`src/plcs_pkg.sv`:
```
package plcs_pkg;
   // Combined dword holding control (15:0) and status (31:16)
   localparam logic [11:0] LINK_CTRL_STAT_OFFSET = 12'h0d0;

   // Control field positions
   localparam int ASPM_LSB        = 0;
   localparam int RCB_BIT         = 3;
   localparam int LINK_DIS_BIT    = 4;
   localparam int RETRAIN_BIT     = 5;
   localparam int COMMON_CLK_BIT  = 6;
   localparam int EXT_SYNC_BIT    = 7;
   localparam int HW_AUTO_WD_BIT  = 9;
   localparam int BW_MGMT_IE_BIT  = 10;
   localparam int AUTO_BW_IE_BIT  = 11;

   // Status field positions
   localparam int SPEED_LSB       = 16;
   localparam int WIDTH_LSB       = 20;
   localparam int TRAIN_ERR_BIT   = 26;
   localparam int TRAINING_BIT    = 27;
   localparam int SLOT_CLK_BIT    = 28;
   localparam int DL_ACTIVE_BIT   = 29;

   // Reset values
   localparam logic [1:0] ASPM_RST   = 2'h0;
   localparam logic [3:0] SPEED_RST  = 4'h2;
   localparam logic [5:0] WIDTH_RST  = 6'h01;

   // Power-management control codes
   localparam logic [1:0] ASPM_NONE  = 2'h0;
   localparam logic [1:0] ASPM_L0S   = 2'h1;
   localparam logic [1:0] ASPM_L1    = 2'h2;
   localparam logic [1:0] ASPM_BOTH  = 2'h3;

   // Speed codes
   localparam logic [3:0] SPEED_2G5  = 4'h1;
   localparam logic [3:0] SPEED_5G0  = 4'h2;

   // Extended synchronisation ordered-set counts
   localparam logic [12:0] FTS_EXT_CNT = 13'h1000;
   localparam logic [12:0] TS1_EXT_CNT = 13'h0400;
endpackage

```
`src/plcs_link_regs.sv`:
```
// Functional notes
// ASPM field: 00 none, 01 L0s, 10 L1, 11 both; resets to 00.
// Receive side may enter L0s even with ASPM disabled.
// Completion boundary bit always reads zero.
// Link disable takes link down on downstream; fixed zero upstream; resets zero.
// Retrain write-one starts retraining on downstream; fixed zero upstream.
// Retrain bit always reads zero.
// Common-clock bit is read-write storage, resets zero.
// Extended sync: 4096 FTS leaving L0s, 1024 TS1 leaving L1.
// Autonomous width disable at bit 9 is read-write, resets zero.
// Bandwidth interrupt enables read-only upstream, read-write downstream; reset zero.
// Speed field reports 0001 for 2.5G, 0010 for 5G; resets 0010.
// Width field 25:20 reports trained lanes; resets to x1.
// Training error set on failure, cleared on successful L0 entry.
// Training bit set during training, cleared on completion; resets zero.
// Slot clock bit taken from strap at reset, overridable by loader.
// Data-link-active bit is one only in active state.
// Reserved bits read zero and ignore writes.
`timescale 1ns/1ns
`default_nettype none
module plcs_link_regs
   import plcs_pkg::*;
#(
   parameter bit UPSTREAM = 1'b0
) (
   input  wire logic        MCLK_I,
   input  wire logic        SYS_RST_I,
   // Configuration access to the combined dword
   input  wire logic        CFG_WR_I,
   input  wire logic        CFG_RD_I,
   input  wire logic [11:0] CFG_ADDR_I,
   input  wire logic [3:0]  CFG_BE_I,
   input  wire logic [31:0] CFG_WDATA_I,
   output logic      [31:0] CFG_RDATA_O,
   output logic             CFG_HIT_O,
   // From link training and data link logic
   input  wire logic        TRAIN_START_I,
   input  wire logic        TRAIN_FAIL_I,
   input  wire logic        TRAIN_DONE_I,
   input  wire logic [3:0]  LINK_SPEED_I,
   input  wire logic [5:0]  LINK_WIDTH_I,
   input  wire logic        DL_ACTIVE_I,
   input  wire logic        SLOT_CLOCK_STRAP_I,
   input  wire logic        LOADER_SLOT_CLK_WR_I,
   input  wire logic        LOADER_SLOT_CLK_I,
   // To link training logic
   output logic             L0S_TX_EN_O,
   output logic             L1_EN_O,
   output logic             L0S_RX_EN_O,
   output logic             LINK_DISABLE_O,
   output logic             RETRAIN_O,
   output logic             COMMON_CLK_O,
   output logic [12:0]      FTS_COUNT_O,
   output logic [12:0]      TS1_COUNT_O,
   output logic             HW_AUTO_WIDTH_DIS_O,
   output logic             BW_MGMT_IE_O,
   output logic             AUTO_BW_IE_O
);
   import plcs_pkg::*;

   logic [1:0]  aspm_q, aspm_d;
   logic        link_dis_q, link_dis_d;
   logic        retrain_q, retrain_d;
   logic        common_clk_q, common_clk_d;
   logic        ext_sync_q, ext_sync_d;
   logic        hw_auto_wd_q, hw_auto_wd_d;
   logic        bw_mgmt_ie_q, bw_mgmt_ie_d;
   logic        auto_bw_ie_q, auto_bw_ie_d;
   logic [3:0]  speed_q, speed_d;
   logic [5:0]  width_q, width_d;
   logic        train_err_q, train_err_d;
   logic        training_q, training_d;
   logic        slot_clk_q, slot_clk_d;
   logic        strap_taken_q, strap_taken_d;
   logic        dl_active_q, dl_active_d;
   logic [31:0] rdata_q, rdata_d;
   logic        hit_q, hit_d;

   logic        addr_hit;
   logic        wr_lo;
   logic        wr_hi;

   always_comb begin
      addr_hit = (CFG_ADDR_I == LINK_CTRL_STAT_OFFSET);
      wr_lo    = CFG_WR_I && addr_hit && CFG_BE_I[0];
      wr_hi    = CFG_WR_I && addr_hit && CFG_BE_I[1];

      aspm_d       = aspm_q;
      link_dis_d   = link_dis_q;
      common_clk_d = common_clk_q;
      ext_sync_d   = ext_sync_q;
      hw_auto_wd_d = hw_auto_wd_q;
      bw_mgmt_ie_d = bw_mgmt_ie_q;
      auto_bw_ie_d = auto_bw_ie_q;
      retrain_d    = 1'b0;

      if (wr_lo) begin
         aspm_d       = CFG_WDATA_I[ASPM_LSB +: 2];
         common_clk_d = CFG_WDATA_I[COMMON_CLK_BIT];
         ext_sync_d   = CFG_WDATA_I[EXT_SYNC_BIT];
         if (!UPSTREAM) begin
            link_dis_d = CFG_WDATA_I[LINK_DIS_BIT];
            retrain_d  = CFG_WDATA_I[RETRAIN_BIT];
         end
      end
      if (wr_hi) begin
         hw_auto_wd_d = CFG_WDATA_I[HW_AUTO_WD_BIT];
         if (!UPSTREAM) begin
            bw_mgmt_ie_d = CFG_WDATA_I[BW_MGMT_IE_BIT];
            auto_bw_ie_d = CFG_WDATA_I[AUTO_BW_IE_BIT];
         end
      end

      // Status tracks the training logic; the loader may override the strap
      speed_d     = ((LINK_SPEED_I == SPEED_2G5) || (LINK_SPEED_I == SPEED_5G0)) ?
                    LINK_SPEED_I : speed_q;
      width_d     = TRAIN_DONE_I ? LINK_WIDTH_I : width_q;
      // Fail wins over done when both arrive together
      train_err_d = TRAIN_FAIL_I ? 1'b1 : (TRAIN_DONE_I ? 1'b0 : train_err_q);
      training_d  = TRAIN_START_I ? 1'b1 :
                    ((TRAIN_DONE_I || TRAIN_FAIL_I) ? 1'b0 : training_q);
      dl_active_d = DL_ACTIVE_I;
      strap_taken_d = 1'b1;
      slot_clk_d  = slot_clk_q;
      if (!strap_taken_q) begin
         slot_clk_d = SLOT_CLOCK_STRAP_I;
      end else if (LOADER_SLOT_CLK_WR_I) begin
         slot_clk_d = LOADER_SLOT_CLK_I;
      end

      // Reserved, completion boundary and retrain read zero
      rdata_d = 32'h0000_0000;
      if (CFG_RD_I && addr_hit) begin
         rdata_d[ASPM_LSB +: 2]    = aspm_q;
         rdata_d[RCB_BIT]          = 1'b0;
         rdata_d[LINK_DIS_BIT]     = link_dis_q;
         rdata_d[RETRAIN_BIT]      = 1'b0;
         rdata_d[COMMON_CLK_BIT]   = common_clk_q;
         rdata_d[EXT_SYNC_BIT]     = ext_sync_q;
         rdata_d[HW_AUTO_WD_BIT]   = hw_auto_wd_q;
         rdata_d[BW_MGMT_IE_BIT]   = bw_mgmt_ie_q;
         rdata_d[AUTO_BW_IE_BIT]   = auto_bw_ie_q;
         rdata_d[SPEED_LSB +: 4]   = speed_q;
         rdata_d[WIDTH_LSB +: 6]   = width_q;
         rdata_d[TRAIN_ERR_BIT]    = train_err_q;
         rdata_d[TRAINING_BIT]     = training_q;
         rdata_d[SLOT_CLK_BIT]     = slot_clk_q;
         rdata_d[DL_ACTIVE_BIT]    = dl_active_q;
      end
      hit_d = (CFG_RD_I || CFG_WR_I) && addr_hit;
   end

   always_ff @(posedge MCLK_I or posedge SYS_RST_I) begin
      if (SYS_RST_I) begin
         aspm_q        <= ASPM_RST;
         link_dis_q    <= 1'b0;
         retrain_q     <= 1'b0;
         common_clk_q  <= 1'b0;
         ext_sync_q    <= 1'b0;
         hw_auto_wd_q  <= 1'b0;
         bw_mgmt_ie_q  <= 1'b0;
         auto_bw_ie_q  <= 1'b0;
         speed_q       <= SPEED_RST;
         width_q       <= WIDTH_RST;
         train_err_q   <= 1'b0;
         training_q    <= 1'b0;
         slot_clk_q    <= 1'b0;
         strap_taken_q <= 1'b0;
         dl_active_q   <= 1'b0;
         rdata_q       <= 32'h0000_0000;
         hit_q         <= 1'b0;
      end else begin
         aspm_q        <= aspm_d;
         link_dis_q    <= link_dis_d;
         retrain_q     <= retrain_d;
         common_clk_q  <= common_clk_d;
         ext_sync_q    <= ext_sync_d;
         hw_auto_wd_q  <= hw_auto_wd_d;
         bw_mgmt_ie_q  <= bw_mgmt_ie_d;
         auto_bw_ie_q  <= auto_bw_ie_d;
         speed_q       <= speed_d;
         width_q       <= width_d;
         train_err_q   <= train_err_d;
         training_q    <= training_d;
         slot_clk_q    <= slot_clk_d;
         strap_taken_q <= strap_taken_d;
         dl_active_q   <= dl_active_d;
         rdata_q       <= rdata_d;
         hit_q         <= hit_d;
      end
   end

   // Control outputs, each a flop
   logic        l0s_tx_q, l1_q, link_down_q;
   logic [12:0] fts_q, ts1_q;

   always_ff @(posedge MCLK_I or posedge SYS_RST_I) begin
      if (SYS_RST_I) begin
         l0s_tx_q    <= 1'b0;
         l1_q        <= 1'b0;
         link_down_q <= 1'b0;
         fts_q       <= 13'h0000;
         ts1_q       <= 13'h0000;
      end else begin
         l0s_tx_q    <= aspm_d[0];
         l1_q        <= aspm_d[1];
         link_down_q <= link_dis_d;
         fts_q       <= ext_sync_d ? FTS_EXT_CNT : 13'h0000;
         ts1_q       <= ext_sync_d ? TS1_EXT_CNT : 13'h0000;
      end
   end
   assign CFG_RDATA_O         = rdata_q;
   assign CFG_HIT_O           = hit_q;
   assign L0S_TX_EN_O         = l0s_tx_q;
   assign L1_EN_O             = l1_q;
   // Receiver L0s never depends on the control field
   assign L0S_RX_EN_O         = strap_taken_q;
   assign LINK_DISABLE_O      = link_down_q;
   assign RETRAIN_O           = retrain_q;
   assign COMMON_CLK_O        = common_clk_q;
   assign FTS_COUNT_O         = fts_q;
   assign TS1_COUNT_O         = ts1_q;
   assign HW_AUTO_WIDTH_DIS_O = hw_auto_wd_q;
   assign BW_MGMT_IE_O        = bw_mgmt_ie_q;
   assign AUTO_BW_IE_O        = auto_bw_ie_q;
endmodule
`default_nettype wire

```
`config.mk`:
```
export PLATFORM = sky130hd
export DESIGN_NAME = plcs_link_regs
export DESIGN_NICKNAME = d
export VERILOG_FILES = /design/src/plcs_pkg.sv /design/src/plcs_link_regs.sv
export SDC_FILE = /design/constraint.sdc
export NUM_CORES = 1
export LEC_CHECK = 0
export ABC_AREA = 1
export BUFFER_PORTS_ARGS = -buffer_cell sky130_fd_sc_hd__clkbuf_2
export CAP_MARGIN = 10
export CORE_MARGIN = 2
export CORE_UTILIZATION = 48
export CTS_BUF_LIST = sky130_fd_sc_hd__clkbuf_8
export CTS_CLUSTER_DIAMETER = 150
export DETAILED_ROUTE_END_ITERATION = 6
export PLACE_DENSITY = 0.88
export SYNTH_ARGS = -nofsm -noshare
export SYNTH_HDL_FRONTEND = slang
export SYNTH_SLANG_ARGS = --single-unit
```
`constraint.sdc`:
```
create_clock -name MCLK_I -period 3 [get_ports MCLK_I]
set_input_delay 0.3 -clock MCLK_I [delete_from_list [all_inputs] [get_ports MCLK_I]]
set_output_delay 0.3 -clock MCLK_I [all_outputs]
set_load 0.005 [all_outputs]
```
======== Word level (Yosys, flattened, before mapping) ========
Cells that the tools add are included.
operators by class
  mux-type cells .......................... 15
  reductions and logical operators ........ 10
  equality and inequality tests ........... 4
operator list
  cell                   number
  $mux W14               1
  $mux W13               1
  $eq A12 B8 Y1 const B  1
  $mux W11               1
  $mux W1                8
  $logic_and A1 B1 Y1    5
  $mux W5                1
  $eq A4 B1 Y1 const B   1
  $eq A4 B2 Y1 const B   1
  $mux W2                2
  $reduce_bool A2 Y1     2
  $logic_or A1 B1 Y1     3
  $mux W3                1
  $ne A2 B2 Y1 const B   1
word-level totals
  word-level logic and storage cells ...... 50
  input port bits ......................... 69
  output and inout port bits .............. 68
  flip-flop bits (word level) ............. 75

======== Depth between registers and ports, before layout ========
  depth after elaboration ................. 5
  gate-level depth with buffers ........... 8
  gate-level depth less buffers ........... 7

======== Least setup slack after synthesis ========
No wires, ideal clock.
  path type ............................... in2reg
  from .................................... input port CFG_ADDR_I[8]
  to ...................................... register rdata_q[0] (netlist: CFG_RDATA_O[0])
  required time ........................... 2.932 ns
  buffers on the path ..................... 1
  setup time .............................. 0.068 ns
  data arrival time ....................... 0.975 ns
  setup slack ............................. 1.958 ns
  cell stages on the path ................. 8
  cell sequence ........................... inv_1 -> nand2_1 -> nor2_2 -> nand2_2 -> nor2_4 -> nand2_4 -> buf_12 -> nor2_4
between the ends
  word-level cells in the longest chain between the ends .. 3
RTL lines
  element               line                   RTL
  start, declared       plcs_link_regs.sv:31   input wire logic [11:0] CFG_ADDR_I,
  $eq A12 B8 Y1         plcs_link_regs.sv:84   addr_hit = (CFG_ADDR_I == LINK_CTRL_STAT_OFFSET);
  $logic_and A1 B1 Y1   plcs_link_regs.sv:133  if (CFG_RD_I && addr_hit) begin
  $mux W2               plcs_link_regs.sv:133
  named net rdata_d[0]  plcs_link_regs.sv:76   logic [31:0] rdata_q, rdata_d;
  end signal, assigned  plcs_link_regs.sv:188  rdata_q <= rdata_d;
  end, declared         plcs_link_regs.sv:76
The timed path passes the listed nets, and every way through them passes these cells.
A chain may end at the register's enable or synchronous reset.

======== Final worst setup path ========
  from .................................... input port CFG_ADDR_I[3]
  to ...................................... register rdata_q[7] (netlist: CFG_RDATA_O[7])
between the ends
  word-level cells in the longest chain between the ends .. 3
RTL lines
  element               line
  $eq A12 B8 Y1         plcs_link_regs.sv:84
  $logic_and A1 B1 Y1   plcs_link_regs.sv:133
  $mux W5               plcs_link_regs.sv:133
  named net rdata_d[7]  plcs_link_regs.sv:76
The timed path passes the listed nets, and every way through them passes these cells.

==> metrics.txt <==
CTS buffer count=5; Finished Layout Cells=352; Setup Viol. Count Final=0; Max VDD drop=226 µV; Hold Path End=dl_active_q; FF-to-FF path depth=3; XOR/XNOR share of the synthesized area=0; Ys Warns=0; register area share after synthesis=0.525; PD cells=465 nW/µm²; hold path cells=1; minimum clock period=1.30 ns; compound-gate portion of the synthesized area=0.0279; Placed Area=2490 µm²; CTS max path bufs=2; Max Cap Viol=0; gr ovfl total=0; die height=72.4 µm; Tot GR Track Use=0.148; Worst EP required=3.22 ns; Crit. End Element=flop; Die Width=72.4 µm; global-route wire length before repair=5.87 mm; Slew headroom=0.392; post-synthesis mux area share=0; post-CTS setup buffers=0; TritonCTS clock tree=built; Simple-Gate Fraction of Synth Area=0.238; fmax=771 MHz; crit path max fanout=23; Post-synth ARST share=1.00; antenna cells=0; R2R setup slack=2.08 ns; Layout area overhead=16.0%; clock skew=0.00628 ns; net total in the final layout=368; utilization after layout=0.589; Worst Tran Pin Value=0.911 ns; number of synthesized flops with an enable pin=0; Final period util=0.432; Detailed Route Iter0 Violations=69; share of layout cells above drive strength 1=0.393; Clock Pin Slew Worst Setup and Hold Paths=0.08 ns; cell area after synthesis=2240 µm²; Syn Area/Cell=10.1 µm²; main combinational cell family by area after synthesis=simple AND/OR/NAND/NOR gates; ANT nets after route=0; CTS Root Buffer Type=clkbuf_8; pin count of the biggest net entering global routing=48; largest area contributor in the netlist=dfrtp_1; crit start category=primary input; Primary FF master, synth=dfrtp_1; Skew-Pair Late Insertion Delay=0.30 ns; vias in the first global route=1380; HPWL Detailed=2.79 mm; Yosys top cell area share=0.502; status=complete, no violations; routed vias=1535; Placer Congestion=0.864; Fin. Hold Viols=0; dominant cells by area after synthesis=dfrtp_1, buf_4, nor2_4, nand2_1, inv_1; Die ar.=5240 µm²; Sink Count=47; final setup TNS=0 ns; Post-synth top cells=dfrtp_1, buf_4, nand2_1, inv_1, nor2_4; total of cells resized after clock tree synthesis=0; Post-Route WL=3.68 mm; Synth Instances=223; drt drc=0; Netlist cell types=23; hold crit path type=primary input to flop; Starting Density=0.508; Top Ports=137; Adder-Cell Fraction of Synth Area=0; initial antenna violation count=0; Lkg Pwr=1.46 nW; critical path type=primary input to flop; core box area=4410 µm²; flip-flop and latch count after synthesis=47; most numerous cell in the Yosys netlist=dfrtp_1; Worst EP arrival=1.51 ns; WL per Instance=10.5 µm; drt first pass iters=4; max-slew violation count=0; H-tree depth=2; DP Cell Count=344; RSZ-0062 raised after global routing=no; Final Cell Area=2600 µm²; IO buf count=77; worst r2r src=training_q; CTS Hold Buffers Added=0; Rows=24; min-delay src=DL_ACTIVE_I; worst r2r dst=training_q; via/cell ratio=4.36
[worst max-delay path by stage]
stage                        from              to  slack [ns]  depth (start not counted)
floorplan               SYS_RST_I    AUTO_BW_IE_O        1.59                          1
global placement    CFG_ADDR_I[3]  CFG_RDATA_O[7]        1.42                          6
detailed placement  CFG_ADDR_I[3]  CFG_RDATA_O[7]        1.39                          6
CTS                 CFG_ADDR_I[3]  CFG_RDATA_O[7]        1.70                          6
global route        CFG_ADDR_I[0]  CFG_RDATA_O[1]        1.56                          8
finish              CFG_ADDR_I[3]  CFG_RDATA_O[7]        1.70                          6
[power breakdown]
part	switching, mW	internal, mW	leakage (nW)	total [mW]
clock	0.204	0.248	0.0581	0.452
sequential	0.00630	0.652	0.626	0.658
combinational	0.0661	0.0343	0.778	0.100
[critical path, stage by stage]
cell,delay [ns]
clkbuf_2,0.09
nor2_2,0.11
nand3_1,0.12
nor2_4,0.29
nand2_4,0.39
nor2_1,0.20
[cell type report]
class                   count  area, µm²
clock buffers               5       68.8
clock inverters             3       43.8
fillers                   388       1810
inverters                  35        131
multi-input cells         133        728
flip-flops and latches     47       1180
well taps                  52       65.1
repair buffers             77        385
[cell usage in the layout (no fill, tap or decap), types with 5 or more instances in the layout]
cell type / instances
clkbuf_2: 77
dfrtp_1: 45
conb_1: 35
nand2_1: 35
inv_1: 33
nor2_4: 20
nand4_1: 10
nor2_1: 9
o21ai_0: 8
clkbuf_8: 5
[per-stage QoR]
| stage | setup slack, ns | power (mW) | hold WS [ns] |
|---|---|---|---|
| 2_1_floorplan | 1.59 | 0.760 | 0.331 |
| 3_3_place_gp | 1.42 | 0.767 | 0.419 |
| 3_5_place_dp | 1.39 | 0.771 | 0.421 |
| 4_1_cts | 1.70 | 1.22 | 0.111 |
| 5_1_grt | 1.56 | 1.26 | 0.108 |
| 6_report | 1.70 | 1.21 | 0.119 |
[cells by family (layout without fill, tap and decap cells)]
family / Yosys count / in the layout
flops: 47 / 47
simple gates: 87 / 87
buf+inv: 76 / 120
compound gates: 11 / 11
other cells: 2 / 35
[metal layers]
metal	vias up	track usage	share of wire
met5	-	0	0
met1	702	0.153	0.37
met2	77	0.263	0.51
met3	4	0.0597	0.11
met4	0	0.0629	0.0095
li1	752	-	-
[flip-flops by register name, indices dropped and copies added, names as in the netlist, 2 cells and up]
name         count
speed_q          4
width_q          6
CFG_RDATA_O     22
aspm_q           2
No activity file was read; power rests on OpenSTA's default activity.
